File: config.mk
export PLATFORM = sky130hd
export DESIGN_NAME = ctc_top
export DESIGN_NICKNAME = d
export VERILOG_FILES = /design/src/include/ctc_pkg.sv /design/src/logic/ctc_top.sv
export SDC_FILE = /design/constraint.sdc
export NUM_CORES = 1
export LEC_CHECK = 0
export BUFFER_PORTS_ARGS = -buffer_cell sky130_fd_sc_hd__clkbuf_2
export CELL_PAD_IN_SITES_DETAIL_PLACEMENT = 0
export CELL_PAD_IN_SITES_GLOBAL_PLACEMENT = 1
export CORE_MARGIN = 1
export CORE_UTILIZATION = 43
export CTS_CLUSTER_SIZE = 24
export DETAILED_ROUTE_END_ITERATION = 7
export GPL_TIMING_DRIVEN = 0
export HOLD_SLACK_MARGIN = 0.05
export PLACE_DENSITY_LB_ADDON = 0.25
export SYNTH_ARGS = -nofsm -noshare
export SYNTH_HDL_FRONTEND = slang
export SYNTH_SLANG_ARGS = --single-unit
File: constraint.sdc
create_clock -name core_clk -period 2.4 [get_ports core_clk]
set_input_delay 0.36 -clock core_clk [delete_from_list [all_inputs] [get_ports core_clk]]
set_output_delay 0.36 -clock core_clk [all_outputs]
set_load 0.005 [all_outputs]
File: src/include/ctc_pkg.sv
// Constants, register map and types of the commissioning test controller
package ctc_pkg;
	localparam int OPTO_W = 32;
	localparam int RELAY_W = 32;
	localparam int LED_W = 8;
	localparam int BUS_W = 256;
	localparam int SEL_W = 8;
	localparam int PROBES = 8;
	localparam int ADDR_W = 8;
	localparam int DATA_W = 32;

	localparam logic [ADDR_W-1:0] OFS_MODE_CTRL = 8'h00;
	localparam logic [ADDR_W-1:0] OFS_MODE_STAT = 8'h04;
	localparam logic [ADDR_W-1:0] OFS_OPTO_STATE = 8'h08;
	localparam logic [ADDR_W-1:0] OFS_RELAY_STATE = 8'h0C;
	localparam logic [ADDR_W-1:0] OFS_CONTACT_MASK = 8'h10;
	localparam logic [ADDR_W-1:0] OFS_CONTACT_CMD = 8'h14;
	localparam logic [ADDR_W-1:0] OFS_LAMP_CMD = 8'h18;
	localparam logic [ADDR_W-1:0] OFS_RED_STATE = 8'h1C;
	localparam logic [ADDR_W-1:0] OFS_GREEN_STATE = 8'h20;
	localparam logic [ADDR_W-1:0] OFS_YELLOW_STATE = 8'h24;
	localparam logic [ADDR_W-1:0] OFS_PROBE_STATE = 8'h28;
	localparam logic [ADDR_W-1:0] OFS_PROBE_SEL_LO = 8'h2C;
	localparam logic [ADDR_W-1:0] OFS_PROBE_SEL_HI = 8'h30;

	localparam logic [1:0] SEL_DISABLED = 2'h0;
	localparam logic [1:0] SEL_TEST = 2'h1;
	localparam logic [1:0] SEL_INHIBIT = 2'h2;

	localparam logic [1:0] CMD_NOOP = 2'h0;
	localparam logic [1:0] CMD_APPLY = 2'h1;
	localparam logic [1:0] CMD_CLEAR = 2'h2;

	localparam int STAT_OOS_BIT = 2;
	localparam int STAT_CAUSE_BIT = 3;
	localparam int STAT_FREEZE_BIT = 4;
	localparam int CMD_ACTIVE_BIT = 8;

	localparam logic [1:0] MODE_CTRL_RESET = 2'h0;
	localparam logic [RELAY_W-1:0] CONTACT_MASK_RESET = 32'h0000_0000;
	localparam logic [SEL_W-1:0] PROBE_SEL_RESET = 8'h00;

	localparam int CLK_HZ = 25_000_000;
	localparam int LAMP_TEST_MS = 2000;
	localparam int LAMP_TEST_CYCLES = LAMP_TEST_MS * (CLK_HZ / 1000);
	localparam int LAMP_CNT_W = 26;

	typedef enum logic [1:0] {
		ST_IN_SERVICE,
		ST_TEST,
		ST_INHIBIT
	} ctc_mode_t;
endpackage : ctc_pkg

File: src/logic/ctc_top.sv
// Commissioning test controller with APB register slave
`timescale 1ns/1ps

module ctc_top #(
	parameter int LAMP_CYCLES = ctc_pkg::LAMP_TEST_CYCLES
) (
	input wire logic core_clk,
	input wire logic arst_n,
	input wire logic psel,
	input wire logic penable,
	input wire logic pwrite,
	input wire logic [ctc_pkg::ADDR_W-1:0] paddr,
	input wire logic [ctc_pkg::DATA_W-1:0] pwdata,
	output logic [ctc_pkg::DATA_W-1:0] prdata,
	output logic pready,
	output logic pslverr,
	input wire logic [ctc_pkg::OPTO_W-1:0] opto_in,
	input wire logic [ctc_pkg::RELAY_W-1:0] scheme_relay_req,
	input wire logic scheme_test_req,
	input wire logic scheme_inhibit_req,
	input wire logic [ctc_pkg::LED_W-1:0] scheme_red_req,
	input wire logic [ctc_pkg::LED_W-1:0] scheme_green_req,
	input wire logic [ctc_pkg::BUS_W-1:0] internal_signal_bus,
	output logic [ctc_pkg::RELAY_W-1:0] relay_drive,
	output logic [ctc_pkg::LED_W-1:0] led_red,
	output logic [ctc_pkg::LED_W-1:0] led_green,
	output logic out_of_service_led,
	output logic alarm_event,
	output logic breaker_wear_freeze,
	output logic transmission_cause_test,
	output logic [ctc_pkg::PROBES-1:0] monitor_pin
);
	import ctc_pkg::*;

	logic [OPTO_W-1:0] opto_meta_reg;
	logic [OPTO_W-1:0] opto_sync_reg;
	logic [1:0] mode_sel_reg;
	ctc_mode_t mode_reg;
	ctc_mode_t mode_next;
	logic [RELAY_W-1:0] contact_mask_reg;
	logic contact_test_reg;
	logic lamp_busy_reg;
	logic [LAMP_CNT_W-1:0] lamp_cnt_reg;
	logic [SEL_W-1:0] probe_sel_reg [PROBES];
	logic [PROBES-1:0] probe_live;
	logic [PROBES-1:0] probe_state_reg;
	logic [RELAY_W-1:0] drive_next;
	logic [RELAY_W-1:0] would_next;
	logic [RELAY_W-1:0] relay_state_reg;
	logic [LED_W-1:0] red_next;
	logic [LED_W-1:0] green_next;
	logic wr_en;
	logic rd_setup;
	logic [DATA_W-1:0] rd_data;
	logic rd_err;

	localparam logic [LAMP_CNT_W-1:0] LAMP_LAST = LAMP_CNT_W'(LAMP_CYCLES - 1);

	assign wr_en = psel & penable & pwrite;
	assign rd_setup = psel & ~penable;
	// Zero wait states: read data is latched in the setup cycle
	assign pready = 1'b1;

	always_ff @(posedge core_clk or negedge arst_n) begin
		if (!arst_n) begin
			opto_meta_reg <= '0;
			opto_sync_reg <= '0;
		end else begin
			opto_meta_reg <= opto_in;
			opto_sync_reg <= opto_meta_reg;
		end
	end

	// Mode selection register
	always_ff @(posedge core_clk or negedge arst_n) begin
		if (!arst_n) begin
			mode_sel_reg <= MODE_CTRL_RESET;
		end else if (wr_en && paddr == OFS_MODE_CTRL) begin
			mode_sel_reg <= pwdata[1:0];
		end
	end

	// Mapped opto signals merged with selection
	always_comb begin
		mode_next = ST_IN_SERVICE;
		if (mode_sel_reg == SEL_INHIBIT || scheme_inhibit_req) begin
			mode_next = ST_INHIBIT;
		end else if (mode_sel_reg == SEL_TEST || scheme_test_req) begin
			mode_next = ST_TEST;
		end
	end

	// Mode machine, disabled returns to service
	always_ff @(posedge core_clk or negedge arst_n) begin
		if (!arst_n) begin
			mode_reg <= ST_IN_SERVICE;
		end else begin
			case (mode_reg)
				ST_IN_SERVICE: mode_reg <= mode_next;
				ST_TEST: mode_reg <= mode_next;
				ST_INHIBIT: mode_reg <= mode_next;
				default: mode_reg <= ST_IN_SERVICE;
			endcase
		end
	end

	always_ff @(posedge core_clk or negedge arst_n) begin
		if (!arst_n) begin
			alarm_event <= 1'b0;
		end else begin
			alarm_event <= (mode_reg == ST_IN_SERVICE) && (mode_next != ST_IN_SERVICE);
		end
	end

	// Indicator, from mode_next so it moves with mode_reg
	always_ff @(posedge core_clk or negedge arst_n) begin
		if (!arst_n) begin
			out_of_service_led <= 1'b0;
		end else begin
			out_of_service_led <= mode_next != ST_IN_SERVICE;
		end
	end

	always_ff @(posedge core_clk or negedge arst_n) begin
		if (!arst_n) begin
			breaker_wear_freeze <= 1'b0;
		end else begin
			breaker_wear_freeze <= mode_next != ST_IN_SERVICE;
		end
	end

	always_ff @(posedge core_clk or negedge arst_n) begin
		if (!arst_n) begin
			transmission_cause_test <= 1'b0;
		end else begin
			transmission_cause_test <= mode_next != ST_IN_SERVICE;
		end
	end

	always_ff @(posedge core_clk or negedge arst_n) begin
		if (!arst_n) begin
			contact_mask_reg <= CONTACT_MASK_RESET;
		end else if (wr_en && paddr == OFS_CONTACT_MASK) begin
			contact_mask_reg <= pwdata[RELAY_W-1:0];
		end
	end

	always_ff @(posedge core_clk or negedge arst_n) begin
		if (!arst_n) begin
			contact_test_reg <= 1'b0;
		end else if (wr_en && paddr == OFS_CONTACT_CMD) begin
			if (pwdata[1:0] == CMD_APPLY) begin
				contact_test_reg <= 1'b1;
			end else if (pwdata[1:0] == CMD_CLEAR) begin
				contact_test_reg <= 1'b0;
			end
		end
	end

	// Contact test forces selected contacts on
	always_comb begin
		would_next = scheme_relay_req;
		if (contact_test_reg) begin
			would_next = scheme_relay_req | contact_mask_reg;
		end
	end

	always_comb begin
		drive_next = would_next;
		if (mode_reg == ST_INHIBIT) begin
			drive_next = '0;
		end
	end

	// Scheme logic still drives in test
	always_ff @(posedge core_clk or negedge arst_n) begin
		if (!arst_n) begin
			relay_drive <= '0;
			relay_state_reg <= '0;
		end else begin
			relay_drive <= drive_next;
			if (mode_reg == ST_INHIBIT) begin
				// Includes a running contact test, as service would
				relay_state_reg <= would_next;
			end else begin
				relay_state_reg <= drive_next;
			end
		end
	end

	always_ff @(posedge core_clk or negedge arst_n) begin
		if (!arst_n) begin
			lamp_busy_reg <= 1'b0;
			lamp_cnt_reg <= '0;
		end else if (lamp_busy_reg) begin
			if (lamp_cnt_reg == LAMP_LAST) begin
				lamp_busy_reg <= 1'b0;
				lamp_cnt_reg <= '0;
			end else begin
				lamp_cnt_reg <= lamp_cnt_reg + 1'b1;
			end
		end else if (wr_en && paddr == OFS_LAMP_CMD && pwdata[0]) begin
			lamp_busy_reg <= 1'b1;
			lamp_cnt_reg <= '0;
		end
	end

	// All red and green LEDs lit during lamp test
	assign red_next = lamp_busy_reg ? '1 : scheme_red_req;
	assign green_next = lamp_busy_reg ? '1 : scheme_green_req;

	always_ff @(posedge core_clk or negedge arst_n) begin
		if (!arst_n) begin
			led_red <= '0;
			led_green <= '0;
		end else begin
			led_red <= red_next;
			led_green <= green_next;
		end
	end

	always_ff @(posedge core_clk or negedge arst_n) begin
		if (!arst_n) begin
			for (int i = 0; i < PROBES; i++) begin
				probe_sel_reg[i] <= PROBE_SEL_RESET;
			end
		end else if (wr_en && paddr == OFS_PROBE_SEL_LO) begin
			for (int i = 0; i < 4; i++) begin
				probe_sel_reg[i] <= pwdata[i*SEL_W +: SEL_W];
			end
		end else if (wr_en && paddr == OFS_PROBE_SEL_HI) begin
			for (int i = 0; i < 4; i++) begin
				probe_sel_reg[i+4] <= pwdata[i*SEL_W +: SEL_W];
			end
		end
	end

	// Live bit picked by each selector
	always_comb begin
		probe_live = '0;
		for (int i = 0; i < PROBES; i++) begin
			probe_live[i] = internal_signal_bus[probe_sel_reg[i]];
		end
	end

	always_ff @(posedge core_clk or negedge arst_n) begin
		if (!arst_n) begin
			probe_state_reg <= '0;
			monitor_pin <= '0;
		end else begin
			probe_state_reg <= probe_live;
			monitor_pin <= probe_live;
		end
	end

	// Read decode; unmapped offsets answer with an error
	always_comb begin
		rd_data = '0;
		rd_err = 1'b0;
		if (paddr == OFS_MODE_CTRL) begin
			rd_data[1:0] = mode_sel_reg;
		end else if (paddr == OFS_MODE_STAT) begin
			rd_data[1:0] = mode_reg;
			rd_data[STAT_OOS_BIT] = out_of_service_led;
			rd_data[STAT_CAUSE_BIT] = transmission_cause_test;
			rd_data[STAT_FREEZE_BIT] = breaker_wear_freeze;
		end else if (paddr == OFS_OPTO_STATE) begin
			rd_data[OPTO_W-1:0] = opto_sync_reg;
		end else if (paddr == OFS_RELAY_STATE) begin
			rd_data[RELAY_W-1:0] = relay_state_reg;
		end else if (paddr == OFS_CONTACT_MASK) begin
			rd_data[RELAY_W-1:0] = contact_mask_reg;
		end else if (paddr == OFS_CONTACT_CMD) begin
			rd_data[1:0] = CMD_NOOP;
			rd_data[CMD_ACTIVE_BIT] = contact_test_reg;
		end else if (paddr == OFS_LAMP_CMD) begin
			rd_data[0] = lamp_busy_reg;
		end else if (paddr == OFS_RED_STATE) begin
			rd_data[LED_W-1:0] = led_red;
		end else if (paddr == OFS_GREEN_STATE) begin
			rd_data[LED_W-1:0] = led_green;
		end else if (paddr == OFS_YELLOW_STATE) begin
			rd_data[LED_W-1:0] = led_red & led_green;
		end else if (paddr == OFS_PROBE_STATE) begin
			rd_data[PROBES-1:0] = probe_state_reg;
		end else if (paddr == OFS_PROBE_SEL_LO) begin
			for (int i = 0; i < 4; i++) begin
				rd_data[i*SEL_W +: SEL_W] = probe_sel_reg[i];
			end
		end else if (paddr == OFS_PROBE_SEL_HI) begin
			for (int i = 0; i < 4; i++) begin
				rd_data[i*SEL_W +: SEL_W] = probe_sel_reg[i+4];
			end
		end else begin
			rd_err = 1'b1;
		end
	end

	// Answer registered in setup so the access phase sees stable data
	always_ff @(posedge core_clk or negedge arst_n) begin
		if (!arst_n) begin
			prdata <= '0;
			pslverr <= 1'b0;
		end else if (rd_setup) begin
			prdata <= pwrite ? '0 : rd_data;
			pslverr <= rd_err;
		end else if (!psel) begin
			pslverr <= 1'b0;
		end
	end
endmodule : ctc_top

After elaboration in Yosys (flattened, before gate mapping)
Index checks and enable logic that the tools add are counted.
{"block": "word_totals", "output_inout_bits": 94, "mem_count": 0, "ramBits": 0, "rom_bits": 0, "regBits": 315, "latchBits": 0}
{"block": "classes", "div": 0, "shift": 0, "n_bitwise": 7, "multipliers": 0, "n_mux": 89, "eq_ne": 20, "reduce_logical": 18, "n_addsub": 1, "magnitude_cmp": 8}
{"cell": "two-way mux 32 bit", "n": 20}
{"cell": "two-way mux 8 bit", "n": 13}
{"cell": "two-way mux 24 bit", "n": 4}
{"cell": "two-way mux 26 bit", "n": 3}
{"cell": "less-than comparator 8 x 9 -> 1 bit, second input constant", "n": 8}
{"cell": "binary-select mux 1 bit (select 8 bit)", "n": 8}
{"cell": "== test 8 x 6 -> 1 bit, second input constant", "n": 5}
{"cell": "== test 8 x 5 -> 1 bit, second input constant", "n": 4}
{"cell": "OR 32 bit", "n": 1}
{"cell": "two-way mux 1 bit", "n": 31}
{"cell": "two-way mux 31 bit", "n": 1}
{"cell": "two-way mux 30 bit", "n": 1}
{"cell": "two-way mux 27 bit", "n": 1}
{"cell": "adder 26 x 1 -> 26 bit, second input constant", "n": 1}
{"cell": "== test 26 bit, second input constant", "n": 1}
{"cell": "two-way mux 23 bit", "n": 1}
{"cell": "== test 8 x 4 -> 1 bit, second input constant", "n": 2}
{"cell": "AND 8 bit", "n": 1}
{"cell": "== test 8 x 3 -> 1 bit, second input constant", "n": 1}
{"cell": "logical AND 1 bit", "n": 8}
{"cell": "logical NOT 8 bit", "n": 1}
{"cell": "two-way mux 2 bit", "n": 4}
{"cell": "== test 2 x 1 -> 1 bit, second input constant", "n": 3}
{"cell": "== test 2 bit, second input constant", "n": 3}
{"cell": "10 further kinds", "n": 17}

Depth between registers and ports, before layout
{"block": "depth", "word_depth": 33, "ltp_mapped": 9}

Worst setup path before layout
No wires, ideal clock.
{"block": "synth_timing", "path_kind": "register to register", "from": "register probe_sel_reg[56] in the netlist's numbering", "to": "register probe_state_reg[0]", "arrival_ps": 2194, "synth_period_minus_slack_ps": 2328, "path_slack_ps": 72, "required_time_ps": 2266, "setup_time_ps": 134, "path_buffers": 2, "path_stages_with_launch": 9, "path_cell_list": "dfrtp_1 -> buf_2 -> buf_2 -> mux4_2 -> a22o_1 -> a221oi_1 -> o22ai_1 -> o21ai_0 -> nand4_1"}
{"block": "synth_between", "elab_chain_len": 2}
{"item": "start, declared", "line_no": "ctc_top.sv:44", "source": "logic [SEL_W-1:0] probe_sel_reg [PROBES];"}
{"item": "start signal, assigned by index", "line_no": "ctc_top.sv:229", "source": "probe_sel_reg[i] <= pwdata[i*SEL_W +: SEL_W];"}
{"item": "start signal, assigned by index", "line_no": "ctc_top.sv:233", "source": "probe_sel_reg[i+4] <= pwdata[i*SEL_W +: SEL_W];"}
{"item": "binary-select mux 1 bit (select 8 bit)", "line_no": "ctc_top.sv:242", "source": "probe_live[i] = internal_signal_bus[probe_sel_reg[i]];"}
{"item": "two-way mux 1 bit (not written as such)", "line_no": "ctc_top.sv:242"}
{"item": "named net probe_live[0]", "line_no": "ctc_top.sv:45", "source": "logic [PROBES-1:0] probe_live;"}
{"item": "end signal, assigned", "line_no": "ctc_top.sv:251", "source": "probe_state_reg <= probe_live;"}
{"item": "end, declared", "line_no": "ctc_top.sv:46", "source": "logic [PROBES-1:0] probe_state_reg;"}
The timed path passes the listed nets, and every way through them passes these cells. The select of a mux whose other input is x is not followed.
A chain may end at the register's enable or synchronous reset.

Worst setup path in the final report
{"block": "layout_timing", "from": "register probe_sel_reg[8] in the netlist's numbering", "to": "register probe_state_reg[6]"}
Same word-level chain as after synthesis.

==> metrics <==
Pint=0.0105 W; kind of end point of the critical path=register; Worst-Skew Late Latency=0.61 ns; Final #Nets=3,262; Max Freq=0.365 GHz; crit path DAT=3.17 ns; Placed Cells=3,535; wire length per cell=42.4 um; Seq pwr share=0.391; Synth Flop Type=dfrtp_1; Post-Syn Instances=2,195; pin count of the biggest net entering global routing=116; WHS Path Cells=2; CP max stage cell=mux4_2; part of the Yosys area used for sequential elements=0.276; number of enable flip-flop cells after synthesis=0; Die Ht=260 um; share of post-route cells with drive strength above 1=0.570; CTS root buffer=clkbuf_16; Max-Cap Viols=0; Area growth syn-to-layout=31.6%; leak pwr=14.3 nW; Max-slew headroom=0.362; WS Path Type=register to register; total CTS buffers=30; total net switching power=0.00456 W; ys async rst share=1.00; final setup vio count=8; maximum VDD drop=0.000568 V; Hold Path Class=primary input to register; number of distinct library cells after synthesis=62; Final WS setup=-0.340 ns; Max FO, Critical Path=10; Clock Path Buffers=3; Sw Share=0.303; row cnt=94; Mean Syn Cell Area=13.0 um^2; chip width=260 um; Clock Pin Slew Worst Setup and Hold Paths=0.07 ns; max reg flops=64; boundary pin count=477; pwr dens=400 mW/mm^2; post-DP HPWL=118,000 um; Yosys reg bits=315; cells along the critical path=buf_8, buf_6, mux4_2, a22o_1, a221oi_2, o22ai_1, o21ai_0, nand4_1; first-pass GRT wire length=217,000 um; Worst Setup Start Kind=register; DRC errors left=0; RePlAce Congestion=1.14; unrepaired setup endpoints after global routing=true; Pins Over Slew Limit=0; Antenna Violating Nets Remaining=0; Synth Net Count=2,580; Hold Vio Cnt, Final=0; Worst Reg-to-Reg Cells=8; CTS tree=built; TritonCTS Sinks=315; cell taking the most area after synthesis=mux4_2; Buffers on Ports=474; Synth warnings=0; antenna violations before repair=13; DR vias=28,760; vias per cell=7.63; H-tree levels=1; initial drt markers=4,356; vias in the first global route=28,183; dominant cell by count in the synthesized netlist=mux4_2; min Tclk post-route=2.74 ns; CP max stage delay=0.53 ns; status=complete, but fails checks; clock power share=0.353; Starting Density=0.435; Synth top cells by count=512 x mux4_2, 315 x dfrtp_1, 131 x a22oi_1, 128 x mux2_2, 120 x clkbuf_1; Die Footprint=0.0675 mm^2; Gate power share=0.256; CP required=2.83 ns; WL final=160,000 um; Synth area leaders=mux4_2 40%, dfrtp_1 28%, mux2_2 5.0%; crit share post-route=1.14; post-synthesis cell area=0.0286 mm^2; violated checks=setup timing; drt first pass iters=6; top cell type's share of synthesized area=0.403; total grt overflow=0; Least-Margin Pin Slew=0.954 ns; fill cell total of the finished layout=5,471; setup_tns=-2.10 ns; Total GRT Usage=0.465; Post-Layout Cell Count=3,769; skew final=0.0536 ns; CORE AREA=0.0657 mm^2
[path summary, 6_finish.rpt]
| path | start | endpoint | slack (ns) |
|---|---|---|---|
| max in group asynchronous | arst_n | contact_mask_reg[4] | 0.94 |
| worst min-delay path | pwdata[24] | probe_sel_reg[0] | 0.08 |
| worst min register to register | opto_meta_reg[4] | opto_sync_reg[4] | 0.34 |
| worst max register to register | probe_sel_reg[8] | probe_state_reg[6] | -0.34 |
| worst max-delay path | probe_sel_reg[8] | probe_state_reg[6] | -0.34 |
| min in group asynchronous | arst_n | contact_mask_reg[3] | 0.42 |
[routing by layer]
layer  global-route usage  up-vias  wire, um
met2                0.680     2642     69500
met4                0.279       14     11300
met3                0.179      664     22300
li1                     -    10707         -
met1                0.583    14733     56500
met5              0.00855        -       221
[area by class of cell]
cell class,count,area [um^2],share of cell area
Sequential cell,315,7910,0.210
Multi-Input combinational cell,1643,20600,0.548
Timing Repair Buffer,659,4480,0.119
Clock inverter,16,290,0.00772
Buffer,215,2390,0.0634
Clock buffer,37,807,0.0215
Antenna cell,7,17.5,0.000466
Tap cell,864,1080,0.0287
Inverter,13,48.8,0.00130
[timing repair]
action                     in CTS  in global routing
setup endpoints to repair      54                 63
gates cloned                    8                  3
pin swaps                      32                 47
hold buffers                   99                  0
hold endpoints to repair      213                  0
gates resized for setup       560                 98
buffers inserted               34                 39
[worst max-delay path: cells and delay by family (launching register included)]
| kind | cells | cell delay [ns] |
|---|---|---|
| compound gates | 4 | 0.94 |
| buf+inv | 2 | 0.47 |
| flops | 1 | 0.44 |
| mux | 1 | 0.53 |
| simple gates | 1 | 0.19 |
[cells by family after synthesis]
group,after synthesis,synth area share
AND/OR/NAND/NOR,361,0.0695
adder cells (fa/ha/maj),2,0.000875
AO/OA/AOI/OAI,560,0.134
buffers and inverters,237,0.0384
XOR/XNOR,3,0.000919
other,1,0.000131
flip-flops,315,0.276
multiplexers,716,0.480
[metrics by stage]
step	total power (W)	setup WS, ns	area [um^2]	hold slack, ns	util
6_report	0.0151	-0.340	37600	0.0803	0.572
5_1_grt	0.0154	-0.314	37600	0.0592	0.572
4_1_cts	0.0149	-0.192	36800	0.0538	0.560
3_5_place_dp	0.00922	-1.37	32100	0.336	0.488
3_3_place_gp	0.00915	-5.45	32000	0.334	0.487
2_1_floorplan	0.00755	0.0722	28600	0.0644	-
[power by group through the flow]
stage	sequential (W)	combinational, W	clock (W)
floorplan	0.00586	0.00168	0
global placement	0.00594	0.00321	0
detailed placement	0.00594	0.00328	0
CTS	0.00586	0.00364	0.00536
global route	0.00591	0.00397	0.00557
finish	0.00588	0.00386	0.00532
[cell usage in the layout (no fill, tap or decap), types with 20 or more instances in the layout]
cell type	netlist	routed
nor2b_1	55	53
dfrtp_2	0	20
clkbuf_2	0	489
mux2_2	128	125
buf_4	31	67
nand2_1	109	109
a22o_1	38	33
dfrtp_1	315	295
buf_12	0	47
clkbuf_4	0	34
dlygate4sd3_1	0	99
a221oi_1	62	39
a21oi_1	92	61
a22oi_1	131	61
buf_6	1	27
buf_16	0	21
nor2_1	42	38
clkbuf_16	0	35
clkbuf_8	0	24
mux4_2	512	512
o21ai_1	22	28
clkbuf_1	120	36
or2_2	25	25
o21ai_0	89	83
a21oi_2	0	29
a22oi_2	0	70
mux2i_1	75	74
a21o_1	32	32
Power figures use the tool's default switching activity.
